--- config.mk ---
export PLATFORM = sky130hd
export DESIGN_NAME = ttp_panel_ctrl
export DESIGN_NICKNAME = d
export VERILOG_FILES = /design/src/hw/ttp_pkg.sv /design/src/hw/ttp_div_if.sv /design/src/hw/ttp_clk_div.sv /design/src/hw/ttp_panel_ctrl.sv
export SDC_FILE = /design/constraint.sdc
export NUM_CORES = 1
export LEC_CHECK = 0
export BUFFER_PORTS_ARGS = -buffer_cell sky130_fd_sc_hd__buf_2
export CORE_UTILIZATION = 30
export DETAILED_ROUTE_END_ITERATION = 8
export PLACE_DENSITY = 0.46
export SYNTH_ARGS = -nofsm -noshare
export SYNTH_HDL_FRONTEND = slang
export SYNTH_HIERARCHICAL = 1
export SYNTH_SLANG_ARGS = --single-unit
--- constraint.sdc ---
create_clock -name clock -period 4.65 [get_ports clock]
set_input_delay 0 -clock clock [delete_from_list [all_inputs] [get_ports clock]]
set_output_delay 0 -clock clock [all_outputs]
set_load 0.02 [all_outputs]
--- src/hw/ttp_pkg.sv ---
// package: register map, field layout and constants of the type 3 panel block
package ttp_pkg;
  localparam logic [7:0] TTP_OFS_CLKDIV = 8'hE0;
  localparam logic [7:0] TTP_OFS_PCTRL = 8'hE4;
  localparam logic [7:0] TTP_OFS_AREA0 = 8'hE8;
  localparam logic [7:0] TTP_OFS_AREA1 = 8'hEC;
  localparam logic [7:0] TTP_OFS_AREA2 = 8'hF0;
  localparam logic [7:0] TTP_OFS_CMD = 8'hF4;
  localparam logic [7:0] TTP_OFS_MISC = 8'hF8;
  localparam logic [31:0] TTP_RST_ZERO = 32'h0000_0000;
  localparam logic [31:0] TTP_MASK_CLKDIV = 32'h0000_003F;
  localparam logic [31:0] TTP_MASK_PCTRL = 32'h0000_3F1F;
  localparam logic [31:0] TTP_MASK_AREA = 32'h3F3F_3F3F;
  localparam logic [31:0] TTP_MASK_CMD = 32'h0FFF_0FFF;
  localparam logic [31:0] TTP_MASK_MISC = 32'h0000_0301;
  localparam int TTP_NAREA = 3;
  localparam int TTP_BIT_PEN = 4;
  localparam int TTP_BIT_BLOCK = 3;
  localparam int TTP_BIT_REQ = 0;
  localparam int TTP_POS_W = 6;
  localparam int TTP_UNIT_SH = 3;
  localparam int TTP_CNT_W = 9;
  localparam logic [4:0] TTP_DIV2_BASE = 5'h06;
  localparam logic [4:0] TTP_DIV_ONE = 5'h01;
  localparam logic [16:0] TTP_ONE17 = 17'h0_0001;
  localparam int TTP_CMD_W = 12;
  localparam int TTP_SHIFT_LEN = 24;
  localparam int TTP_AREA_STEP = 4;
  localparam int TTP_LSB_DIV1 = 0;
  localparam int TTP_W_DIV1 = 4;
  localparam int TTP_LSB_DIV2 = 4;
  localparam int TTP_W_DIV2 = 2;
  localparam int TTP_LSB_XSTART = 0;
  localparam int TTP_LSB_YSTART = 8;
  localparam int TTP_LSB_XEND = 16;
  localparam int TTP_LSB_YEND = 24;
  localparam int TTP_LSB_REFRESH = 8;
  localparam int TTP_LSB_DRV = 8;
  localparam int TTP_DRV_W = 2;
  localparam int TTP_LSB_CMD0 = 0;
  localparam int TTP_LSB_CMD1 = 16;
endpackage : ttp_pkg

--- src/hw/ttp_div_if.sv ---
// interface: enable and half period handed to the panel clock divider
interface ttp_div_if;
  logic enable;
  logic [16:0] halfPeriod;
  logic tick;
  modport ctrl (output enable, output halfPeriod, input tick);
  modport div (input enable, input halfPeriod, output tick);
endinterface : ttp_div_if

--- src/hw/ttp_clk_div.sv ---
// module: programmable panel clock divider
module ttp_clk_div (
  input wire logic clock,
  input wire logic resetn,
  ttp_div_if.div cfg,
  output logic clockOut
);
  import ttp_pkg::*;
  logic [16:0] count;

  always_ff @(posedge clock or negedge resetn) begin
    if (!resetn) begin
      count <= '0;
      clockOut <= 1'b0;
    end else if (!cfg.enable) begin
      count <= '0;
      clockOut <= 1'b0;
    end else if (count + TTP_ONE17 >= cfg.halfPeriod) begin
      count <= '0;
      clockOut <= ~clockOut;
    end else begin
      count <= count + TTP_ONE17;
    end
  end

  assign cfg.tick = cfg.enable && !clockOut &&
    (count + TTP_ONE17 >= cfg.halfPeriod);
endmodule : ttp_clk_div

--- src/hw/ttp_panel_ctrl.sv ---
// module: type 3 panel partial mode, command store and clock control

module ttp_panel_ctrl (
  input wire logic clock,
  input wire logic resetn,
  input wire logic [7:0] regAddr,
  input wire logic [31:0] regWdata,
  input wire logic regWrite,
  input wire logic regRead,
  output logic [31:0] regRdata,
  input wire logic type3Select,
  input wire logic displayActive,
  input wire logic [9:0] pixelX,
  input wire logic [9:0] lineY,
  output logic panelClockOne,
  output logic panelClockTwo,
  output logic partialShow,
  output logic [5:0] refreshCycle,
  output logic [1:0] columnDriverCount,
  output logic cmdClock,
  output logic cmdData,
  output logic cmdActive
);
  import ttp_pkg::*;

  // ---------------------------------------------------------------
  // registers
  // ---------------------------------------------------------------
  typedef enum logic [2:0] {
    TTP_IDLE = 3'b001,
    TTP_WAIT = 3'b010,
    TTP_SEND = 3'b100
  } ttp_state_e;

  logic [31:0] clkDiv;
  logic [31:0] partialCtrl;
  logic [31:0] areaWin [TTP_NAREA];
  logic [31:0] cmdStore;
  logic [31:0] miscCtrl;
  logic cmdDone;
  ttp_state_e state;
  ttp_state_e next_state;
  logic [TTP_SHIFT_LEN-1:0] shiftReg;
  logic [4:0] bitCount;
  logic [2:0] dispSync;
  logic dispLevel;
  logic blankTime;
  logic sendStart;

  function automatic logic hit(input logic [7:0] a, input logic [7:0] ofs);
    hit = (a == ofs);
  endfunction : hit

  function automatic logic [5:0] pos6(input logic [31:0] w, input int lsb);
    pos6 = w[lsb +: TTP_POS_W];
  endfunction : pos6

  always_ff @(posedge clock or negedge resetn) begin
    if (!resetn) begin
      clkDiv <= TTP_RST_ZERO;
    end else if (regWrite && hit(regAddr, TTP_OFS_CLKDIV)) begin
      clkDiv <= regWdata & TTP_MASK_CLKDIV;
    end
  end

  always_ff @(posedge clock or negedge resetn) begin
    if (!resetn) begin
      partialCtrl <= TTP_RST_ZERO;
    end else if (regWrite && hit(regAddr, TTP_OFS_PCTRL)) begin
      partialCtrl <= regWdata & TTP_MASK_PCTRL;
    end
  end

  genvar g;
  generate
    for (g = 0; g < TTP_NAREA; g++) begin : gArea
      always_ff @(posedge clock or negedge resetn) begin
        if (!resetn) begin
          areaWin[g] <= TTP_RST_ZERO;
        end else if (regWrite &&
                     hit(regAddr, TTP_OFS_AREA0 + 8'(TTP_AREA_STEP * g))) begin
          areaWin[g] <= regWdata & TTP_MASK_AREA;
        end
      end
    end
  endgenerate

  always_ff @(posedge clock or negedge resetn) begin
    if (!resetn) begin
      cmdStore <= TTP_RST_ZERO;
    end else if (regWrite && hit(regAddr, TTP_OFS_CMD)) begin
      cmdStore <= regWdata & TTP_MASK_CMD;
    end
  end

  // request bit: hardware clear loses to a new software set
  always_ff @(posedge clock or negedge resetn) begin
    if (!resetn) begin
      miscCtrl <= TTP_RST_ZERO;
    end else if (regWrite && hit(regAddr, TTP_OFS_MISC)) begin
      miscCtrl <= regWdata & TTP_MASK_MISC;
    end else if (cmdDone) begin
      miscCtrl[TTP_BIT_REQ] <= 1'b0;
    end
  end

  always_ff @(posedge clock or negedge resetn) begin
    if (!resetn) begin
      regRdata <= TTP_RST_ZERO;
    end else if (regRead) begin
      unique case (regAddr)
        TTP_OFS_CLKDIV: regRdata <= clkDiv;
        TTP_OFS_PCTRL: regRdata <= partialCtrl;
        TTP_OFS_AREA0: regRdata <= areaWin[0];
        TTP_OFS_AREA1: regRdata <= areaWin[1];
        TTP_OFS_AREA2: regRdata <= areaWin[2];
        TTP_OFS_CMD: regRdata <= cmdStore;
        TTP_OFS_MISC: regRdata <= miscCtrl;
        default: regRdata <= TTP_RST_ZERO;
      endcase
    end else begin
      regRdata <= TTP_RST_ZERO;
    end
  end

  // ---------------------------------------------------------------
  // panel clock dividers
  // ---------------------------------------------------------------
  ttp_div_if divOne ();
  ttp_div_if divTwo ();
  logic [4:0] expOne;
  logic [4:0] expTwo;

  assign expOne = 5'(clkDiv[TTP_LSB_DIV1 +: TTP_W_DIV1]);
  assign expTwo = TTP_DIV2_BASE +
    5'(clkDiv[TTP_LSB_DIV2 +: TTP_W_DIV2]);
  assign divOne.enable = type3Select;
  assign divTwo.enable = type3Select;
  // half period is the divide factor over two
  assign divOne.halfPeriod = TTP_ONE17 << expOne;
  assign divTwo.halfPeriod = TTP_ONE17 << (expTwo - TTP_DIV_ONE);

  ttp_clk_div uDivOne (
    .clock(clock),
    .resetn(resetn),
    .cfg(divOne.div),
    .clockOut(panelClockOne)
  );

  ttp_clk_div uDivTwo (
    .clock(clock),
    .resetn(resetn),
    .cfg(divTwo.div),
    .clockOut(panelClockTwo)
  );

  // ---------------------------------------------------------------
  // partial mode area decode
  // ---------------------------------------------------------------
  function automatic logic inSpan(input logic [9:0] pos,
                                  input logic [5:0] first,
                                  input logic [5:0] last);
    logic [5:0] unit;
    unit = pos[TTP_UNIT_SH +: TTP_POS_W];
    inSpan = (unit >= first) && (unit <= last);
  endfunction : inSpan

  logic [TTP_NAREA-1:0] areaHit;
  logic [9:0] xPipe;
  logic [9:0] yPipe;

  always_ff @(posedge clock or negedge resetn) begin
    if (!resetn) begin
      xPipe <= '0;
    end else begin
      xPipe <= pixelX;
    end
  end

  always_ff @(posedge clock or negedge resetn) begin
    if (!resetn) begin
      yPipe <= '0;
    end else begin
      yPipe <= lineY;
    end
  end

  generate
    for (g = 0; g < TTP_NAREA; g++) begin : gHit
      logic yIn;
      logic xIn;
      assign yIn = inSpan(yPipe, pos6(areaWin[g], TTP_LSB_YSTART),
                          pos6(areaWin[g], TTP_LSB_YEND));
      assign xIn = inSpan(xPipe, pos6(areaWin[g], TTP_LSB_XSTART),
                          pos6(areaWin[g], TTP_LSB_XEND));
      assign areaHit[g] = partialCtrl[g] && yIn &&
        (!partialCtrl[TTP_BIT_BLOCK] || xIn);
    end
  endgenerate

  always_ff @(posedge clock or negedge resetn) begin
    if (!resetn) begin
      partialShow <= 1'b0;
    end else begin
      partialShow <= type3Select && (!partialCtrl[TTP_BIT_PEN] ||
                                     (|areaHit));
    end
  end

  always_ff @(posedge clock or negedge resetn) begin
    if (!resetn) begin
      refreshCycle <= '0;
    end else if (type3Select) begin
      refreshCycle <= pos6(partialCtrl, TTP_LSB_REFRESH);
    end else begin
      refreshCycle <= '0;
    end
  end

  always_ff @(posedge clock or negedge resetn) begin
    if (!resetn) begin
      columnDriverCount <= '0;
    end else if (type3Select) begin
      columnDriverCount <= miscCtrl[TTP_LSB_DRV +: TTP_DRV_W];
    end else begin
      columnDriverCount <= '0;
    end
  end

  // ---------------------------------------------------------------
  // command send
  // ---------------------------------------------------------------
  always_ff @(posedge clock or negedge resetn) begin
    if (!resetn) begin
      dispSync <= '0;
    end else begin
      dispSync <= {dispSync[1:0], displayActive};
    end
  end

  // display level moves once second and third stages agree
  always_ff @(posedge clock or negedge resetn) begin
    if (!resetn) begin
      dispLevel <= 1'b0;
    end else if (dispSync[1] == dispSync[2]) begin
      dispLevel <= dispSync[2];
    end
  end

  assign blankTime = !dispLevel;
  assign sendStart = (state == TTP_WAIT) && blankTime && type3Select;

  always_comb begin
    next_state = state;
    unique case (state)
      TTP_IDLE: begin
        if (miscCtrl[TTP_BIT_REQ] && type3Select) begin
          next_state = TTP_WAIT;
        end
      end
      TTP_WAIT: begin
        if (sendStart) begin
          next_state = TTP_SEND;
        end
      end
      TTP_SEND: begin
        if (bitCount == 5'(TTP_SHIFT_LEN - 1)) begin
          next_state = TTP_IDLE;
        end
      end
      default: next_state = TTP_IDLE;
    endcase
  end

  always_ff @(posedge clock or negedge resetn) begin
    if (!resetn) begin
      state <= TTP_IDLE;
    end else begin
      state <= next_state;
    end
  end

  always_ff @(posedge clock or negedge resetn) begin
    if (!resetn) begin
      shiftReg <= '0;
    end else if (sendStart) begin
      shiftReg <= {cmdStore[TTP_LSB_CMD1 +: TTP_CMD_W],
                   cmdStore[TTP_LSB_CMD0 +: TTP_CMD_W]};
    end else if (state == TTP_SEND) begin
      shiftReg <= {shiftReg[TTP_SHIFT_LEN-2:0], 1'b0};
    end
  end

  always_ff @(posedge clock or negedge resetn) begin
    if (!resetn) begin
      bitCount <= '0;
    end else if (sendStart) begin
      bitCount <= '0;
    end else if (state == TTP_SEND) begin
      bitCount <= bitCount + 5'h01;
    end
  end

  assign cmdDone = (state == TTP_SEND) &&
    (bitCount == 5'(TTP_SHIFT_LEN - 1));

  always_ff @(posedge clock or negedge resetn) begin
    if (!resetn) begin
      cmdData <= 1'b0;
    end else begin
      cmdData <= (state == TTP_SEND) ? shiftReg[TTP_SHIFT_LEN-1] : 1'b0;
    end
  end

  always_ff @(posedge clock or negedge resetn) begin
    if (!resetn) begin
      cmdActive <= 1'b0;
    end else begin
      cmdActive <= (state == TTP_SEND);
    end
  end

  always_ff @(posedge clock or negedge resetn) begin
    if (!resetn) begin
      cmdClock <= 1'b0;
    end else begin
      cmdClock <= (state == TTP_SEND) && !cmdClock;
    end
  end
endmodule : ttp_panel_ctrl

; Word-level counts from Yosys, hierarchy flattened
; Index checks and enable logic that the tools add are counted.
[word_totals]
ff_bits = 250
out_inout_bits = 46
wordCells = 126
[classes]
reduce_logical = 37
bitwise_logic = 2
n_eq_ne = 17
muxes = 23
shifts = 2
n_addsub = 5
n_lt_le_gt_ge = 14
[op_table]
columns = cell, count
row1 = $pmux W30 S7, 1
row2 = $mux W17, 4
row3 = $eq A8 B8 Y1 const B, 7
row4 = $mux W24, 2
row5 = $ge A6 B6 Y1, 6
row6 = $le A6 B6 Y1, 6
row7 = $add A17 B1 Y17 const B, 2
row8 = $ge A17 B17 Y1, 2
row9 = $mux W30, 1
row10 = $logic_and A1 B1 Y1, 25
row11 = $shl A1 B4 Y17 const A, 1
row12 = $shl A1 B5 Y17 const A, 1
row13 = $mux W5, 2
row14 = $mux W3, 3
row15 = $pmux W3 S3, 1
row16 = $mux W1, 7
row17 = $mux W6, 1
row18 = $ne A2 B2 Y1 const B, 3
row19 = $add A5 B1 Y5 const B, 1
row20 = $eq A5 B5 Y1 const B, 1
row21 = $sub A4 B1 Y5 const B, 1
row22 = $add A3 B2 Y4 const A, 1
row23 = $logic_not A1 Y1, 4
row24 = $logic_or A1 B1 Y1, 4
row25 = other kinds (10), 13

; Depth between registers and ports, before layout
[logic_depth]
ltp_word = 7
mapped_depth = 11
mapped_depth_nobuf = 10

; Modules after synthesis
; The synthesis kept the hierarchy.
[modules_own_cells]
columns = module, cells_each, n_inst, area_each_um2
row1 = ttp_panel_ctrl, 865, 1, 10281.1
row2 = ttp_clk_div, 141, 2, 1335.0

; Least setup slack after synthesis
; No wires, ideal clock.
[synth_timing]
path_kind = register to register
from = register uDivOne.count[5]
to = register uDivOne.count[11]
setup_time_ns = 0.118
path_slack_ns = 2.170
arrival_time_ns = 2.362
path_stages_with_launch = 12
t_required_ns = 4.532
cell_sequence = dfrtp_1 nand4_1 nor3_2 nand3_1 xnor2_1 ha_1 nand4_2 nor4_2 a41oi_2 nand4_2 buf_6 nor2b_1
[synth_between]
elab_chain_len = 4
[synth_rtl]
columns = item, line_no
row1 = from (decl), ttp_clk_div.sv:9  ; logic [16:0] count;
row2 = from (signal assigned), ttp_clk_div.sv:22  ; count <= count + TTP_ONE17;
row3 = $add A17 B1 Y17 (*), "ttp_clk_div.sv:18, ttp_clk_div.sv:22"
row4 = $ge A17 B17 Y1, ttp_clk_div.sv:18  ; end else if (count + TTP_ONE17 >= cfg.halfPeriod) begin
row5 = $mux W17 (*), ttp_clk_div.sv:18
row6 = $mux W17 (*), ttp_clk_div.sv:15  ; end else if (!cfg.enable) begin
; Mark *: on every way between the ends. The rest lies on a longest branch, timed or not.
; A chain may end at the register's enable or synchronous reset.

; Final worst setup path
[layout_timing]
from = register uDivOne.count[0]
to = register uDivOne.count[15]
; The elaborated chain is that of the path after synthesis.

==> results.txt <==
----------------------------------------------------
[Run status]
  Result of the run ... complete, no violations

[Clocking]
  Longest Clk Path Bufs ... 3
  Post-CTS clock slew at the launch and capture registers of the worst setup and hold paths ... approximately 0.06 ns
  Worst skew pair latency ... 0.56 ns
  PostCTS Resize Cnt ... 0
  # H-tree levels ... 1
  Sinks on the clock net ... between 200 and 250
  Total CTS buffers ... 29
  CTS tree ... yes
  Root Buffer Master ... sky130_fd_sc_hd__clkbuf_16
  Post-CTS Repair Setup Buffers ... 0

[Synthesis]
  Complex-gate fraction of the synthesized area ... approximately a tenth
  EDFF count, synth ... 0
  Arithmetic-cell share of the synthesized area counting full adders, half adders and majority gates ... a little over a tenth
  Share of synthesized area spent on multiplexers ... approximately 12%
  Mean instance size in the synthesized netlist ... 11.3 um2
  Register bit count reported by yosys ... 240
  Distinct cell type count after synthesis ... slightly below 70
  Sequential share of the synthesized area ... approximately 46%
  Simple-Gate Fraction of Synth Area ... about an eighth
  Total number of yosys warnings ... 6
  Area share of xor/xnor cells in the synthesized design ... 2.30%
  Gate Count Post-Synth ... between 1000 and 1500
  Main combinational cell family by area after synthesis ... simple AND/OR/NAND/NOR gates
  Share of synthesized flip-flops with an asynchronous set or reset ... 100%
  Top_reg_cell synth ... sky130_fd_sc_hd__dfrtp_1
  Syn Std Cell Area ... 13000 um2

[Power]
  Leakage power ... approximately 7.4 nW
  Power density cells ... around 350 nW/um2
  Worst IR Drop VDD ... roughly 0.00028 V
  Sequential group share of total power ... 43.8%
  Switching share of total power ... between 20% and 30%
  Cell Int Power ... 4.02 mW
  NetSw ... approximately 1.4 mW
  PnR Total Power ... roughly 5.4 mW
  Clock share of power ... 44.9%
  Combinational cell fraction of total power ... between 10 and 15%

[GRT]
  Overall Global Routing Usage ... around 16%
  Sum of overflow across all layers after global routing ... 0
  Global-route wire length before repair ... 54600 um
  Vias in the first global route ... 9338
  Initial antenna violation count ... 0
  Largest net degree at the start of global routing ... approximately 100

[Setup path]
  Setup crit end ... uDivOne/count[15]
  Arrival time at the worst endpoint ... 3.64 ns
  Worst r2r path cells ... 10
  Sort of element at the start of the critical path ... flop
  Largest fanout of any net on the critical path ... 17
  Element type at the critical path end ... flop
  Terminus of the critical flop-to-flop path ... uDivOne/count[15]
  Worst R2R Setup Slack ... 1.47 ns
  CP Class ... flop to flop
  Launching point of the worst reg2reg path ... uDivOne/count[0]
  Crit. Startpoint ... uDivOne/count[0]
  Required arrival time at the worst endpoint ... about 5 ns

[Floorplan]
  Initial core utilization ... a little under a third
  Total number of placement rows ... 75
  I/O Pins ... approximately 110
  Die extent in y ... 210 um
  Core Box Area ... around 42000 um2
  Horizontal extent of the die ... 210 um
  Overall die area ... around 44000 um2

[Final layout]
  Share of layout cells above drive strength 1 ... between 20% and 30%
  Most frequent cells in the layout ... 239 x sky130_fd_sc_hd__dfrtp_1, 109 x sky130_fd_sc_hd__ha_1, 104 x sky130_fd_sc_hd__inv_1, 94 x sky130_fd_sc_hd__buf_2, 82 x sky130_fd_sc_hd__nand2_1
  Post-layout net count ... around 1500
  Total inserted antenna cells ... 0
  Most common cell after layout, fill and taps aside ... sky130_fd_sc_hd__dfrtp_1
  Layout overhead on the synthesized area ... 19.0%

[Route]
  Average wire length per cell after detail routing ... 18.5 um
  Average via count per standard cell ... between 4 and 5
  Residual DRC count ... 0
  Starting DRT DRC Count ... 530
  1st-pass router iterations ... 5
  Routed wire length ... 34400 um
  Antenna viol nets, final ... 0
  Total number of vias ... roughly 9000

[STA]
  Peak clock frequency supported by timing ... between 0.3 and 0.4 GHz
  Rel. slew slack ... roughly 29%
  RSZ-0062 raised after global routing ... no
  Post-route fraction of the period consumed by the critical path ... 68.4%
  Setup TNS Final ... 0 ns
  Slew Limit Fails ... 0
  Worst Max-Slew Pin Slew ... around 1.1 ns
  Final number of setup-violating endpoints ... 0
  Final Hold Viols ... 0
  Shortest period the worst path allows ... about 3.2 ns
  Worst Skew ... around 0.015 ns

[Placed design]
  Gpl congestion ... around 0.8
  Port buffer count ... 95
  Detail Placement HPWL ... 23800 um

[Job]
  Max-cap violations ... 0

[Min path]
  Class of the most critical hold timing path ... primary input to async pin

----------------------------------------------------
==> worst max-delay path, stage by stage, from the launching register on <==
cell                       delay [ns]
sky130_fd_sc_hd__dfrtp_1         0.46
sky130_fd_sc_hd__ha_1            0.33
sky130_fd_sc_hd__and2_1          0.25
sky130_fd_sc_hd__nand4_1         0.13
sky130_fd_sc_hd__xnor2_1         0.25
sky130_fd_sc_hd__ha_1            0.31
sky130_fd_sc_hd__nand4_1         0.18
sky130_fd_sc_hd__o221ai_1        0.15
sky130_fd_sc_hd__o21ai_1         0.31
sky130_fd_sc_hd__nand4_2         0.46
sky130_fd_sc_hd__nor2b_1         0.26
==> logic make-up after synthesis <==
logic type,after synthesis
other cells,1
mux,121
buf+inv,151
flops,240
simple gates,298
compound gates,192
xor+xnor,34
fa+ha+maj,110
==> cell usage after synthesis (6+ instances only) <==
cell type	instances	share of area, %
sky130_fd_sc_hd__a22oi_1	57	3.3
sky130_fd_sc_hd__dfrtp_1	239	46
sky130_fd_sc_hd__inv_1	104	3.0
sky130_fd_sc_hd__buf_6	10	0.87
sky130_fd_sc_hd__o21ai_0	23	0.89
sky130_fd_sc_hd__clkbuf_1	16	0.46
sky130_fd_sc_hd__a21o_1	14	0.81
sky130_fd_sc_hd__and4_1	10	0.68
sky130_fd_sc_hd__a222oi_1	9	0.70
sky130_fd_sc_hd__and3_1	9	0.43
sky130_fd_sc_hd__buf_2	10	0.39
sky130_fd_sc_hd__a21oi_1	50	1.9
sky130_fd_sc_hd__xnor2_1	21	1.4
sky130_fd_sc_hd__ha_1	109	11
sky130_fd_sc_hd__mux2_2	58	5.0
sky130_fd_sc_hd__buf_4	6	0.35
sky130_fd_sc_hd__nor2b_1	34	1.6
sky130_fd_sc_hd__nand2b_1	17	0.82
sky130_fd_sc_hd__nor2_1	49	1.4
sky130_fd_sc_hd__mux2_4	58	6.7
sky130_fd_sc_hd__nand4_1	12	0.58
sky130_fd_sc_hd__xor2_1	13	0.88
sky130_fd_sc_hd__nor3_1	9	0.35
sky130_fd_sc_hd__nand3_1	37	1.4
sky130_fd_sc_hd__and2_1	14	0.68
sky130_fd_sc_hd__nand2_1	82	2.4
==> power by group through the flow <==
stage,Sequential (mW),Combinational (mW),Clock [mW]
floorplan,2.36,0.400,0
global placement,2.40,0.576,0
detailed placement,2.40,0.590,0
CTS,2.37,0.624,2.50
global route,2.39,0.707,2.60
finish,2.37,0.612,2.42
==> registers in the layout, indices dropped and copies added (netlist names), 11 cells and up <==
| signal | flops |
|---|---|
| areaWin | 72 |
| shiftReg | 24 |
| partialCtrl | 11 |
| uDivOne/count | 17 |
| uDivTwo/count | 17 |
| cmdStore | 24 |
| regRdata | 28 |
==> timing repair <==
action	CTS	global route
endpoints found under the hold margin	245	0
setup endpoints to repair	0	0
hold buffers	45	0
==> layout make-up <==
class                           instances  area, um2
Fill cell                            4223      26800
Clock buffer                           43        878
Clock inverter                         11        161
Tap cell                              539        674
Inverter                              105        394
Sequential cell                       240       6010
Multi-Input combinational cell        773       6290
Timing Repair Buffer                  148       1010
==> how the worst min path moves through the flow <==
stage | cells past startpoint | endpoint | slack, ns | startpoint
floorplan | 0 | areaWin[0] | -0.30 | resetn
global placement | 1 | yPipe[6] | 0.11 | lineY[6]
finish | 2 | areaWin[51] | 0.05 | resetn
global route | 5 | regRdata[3] | 0.06 | regAddr[5]
detailed placement | 1 | xPipe[7] | 0.11 | pixelX[7]
CTS | 5 | regRdata[3] | 0.04 | regAddr[5]
==> per-stage QoR <==
step                cell area [um2]  util [%]  worst slack, ns  hold slack, ns  std cells
detailed placement            13900      33.0             1.44           0.109       1760
global route                  15400      36.5             1.06          0.0648       1859
global placement              13900      33.0             1.50           0.109       1760
floorplan                     13000         -             2.17          -0.296       1164
CTS                           15400      36.5             1.40          0.0428       1859
finish                        15400      36.5             1.47          0.0516       1859
==> metal layers <==
metal  up-vias  wire (um)  GRT usage (%)
met5         -          0              0
met4         0        485           3.35
met3        36       1170           2.18
met2       126      16400           27.0
met1      4471      16400           21.9
li1       4336          -              -
Power figures use the tool's default switching activity.
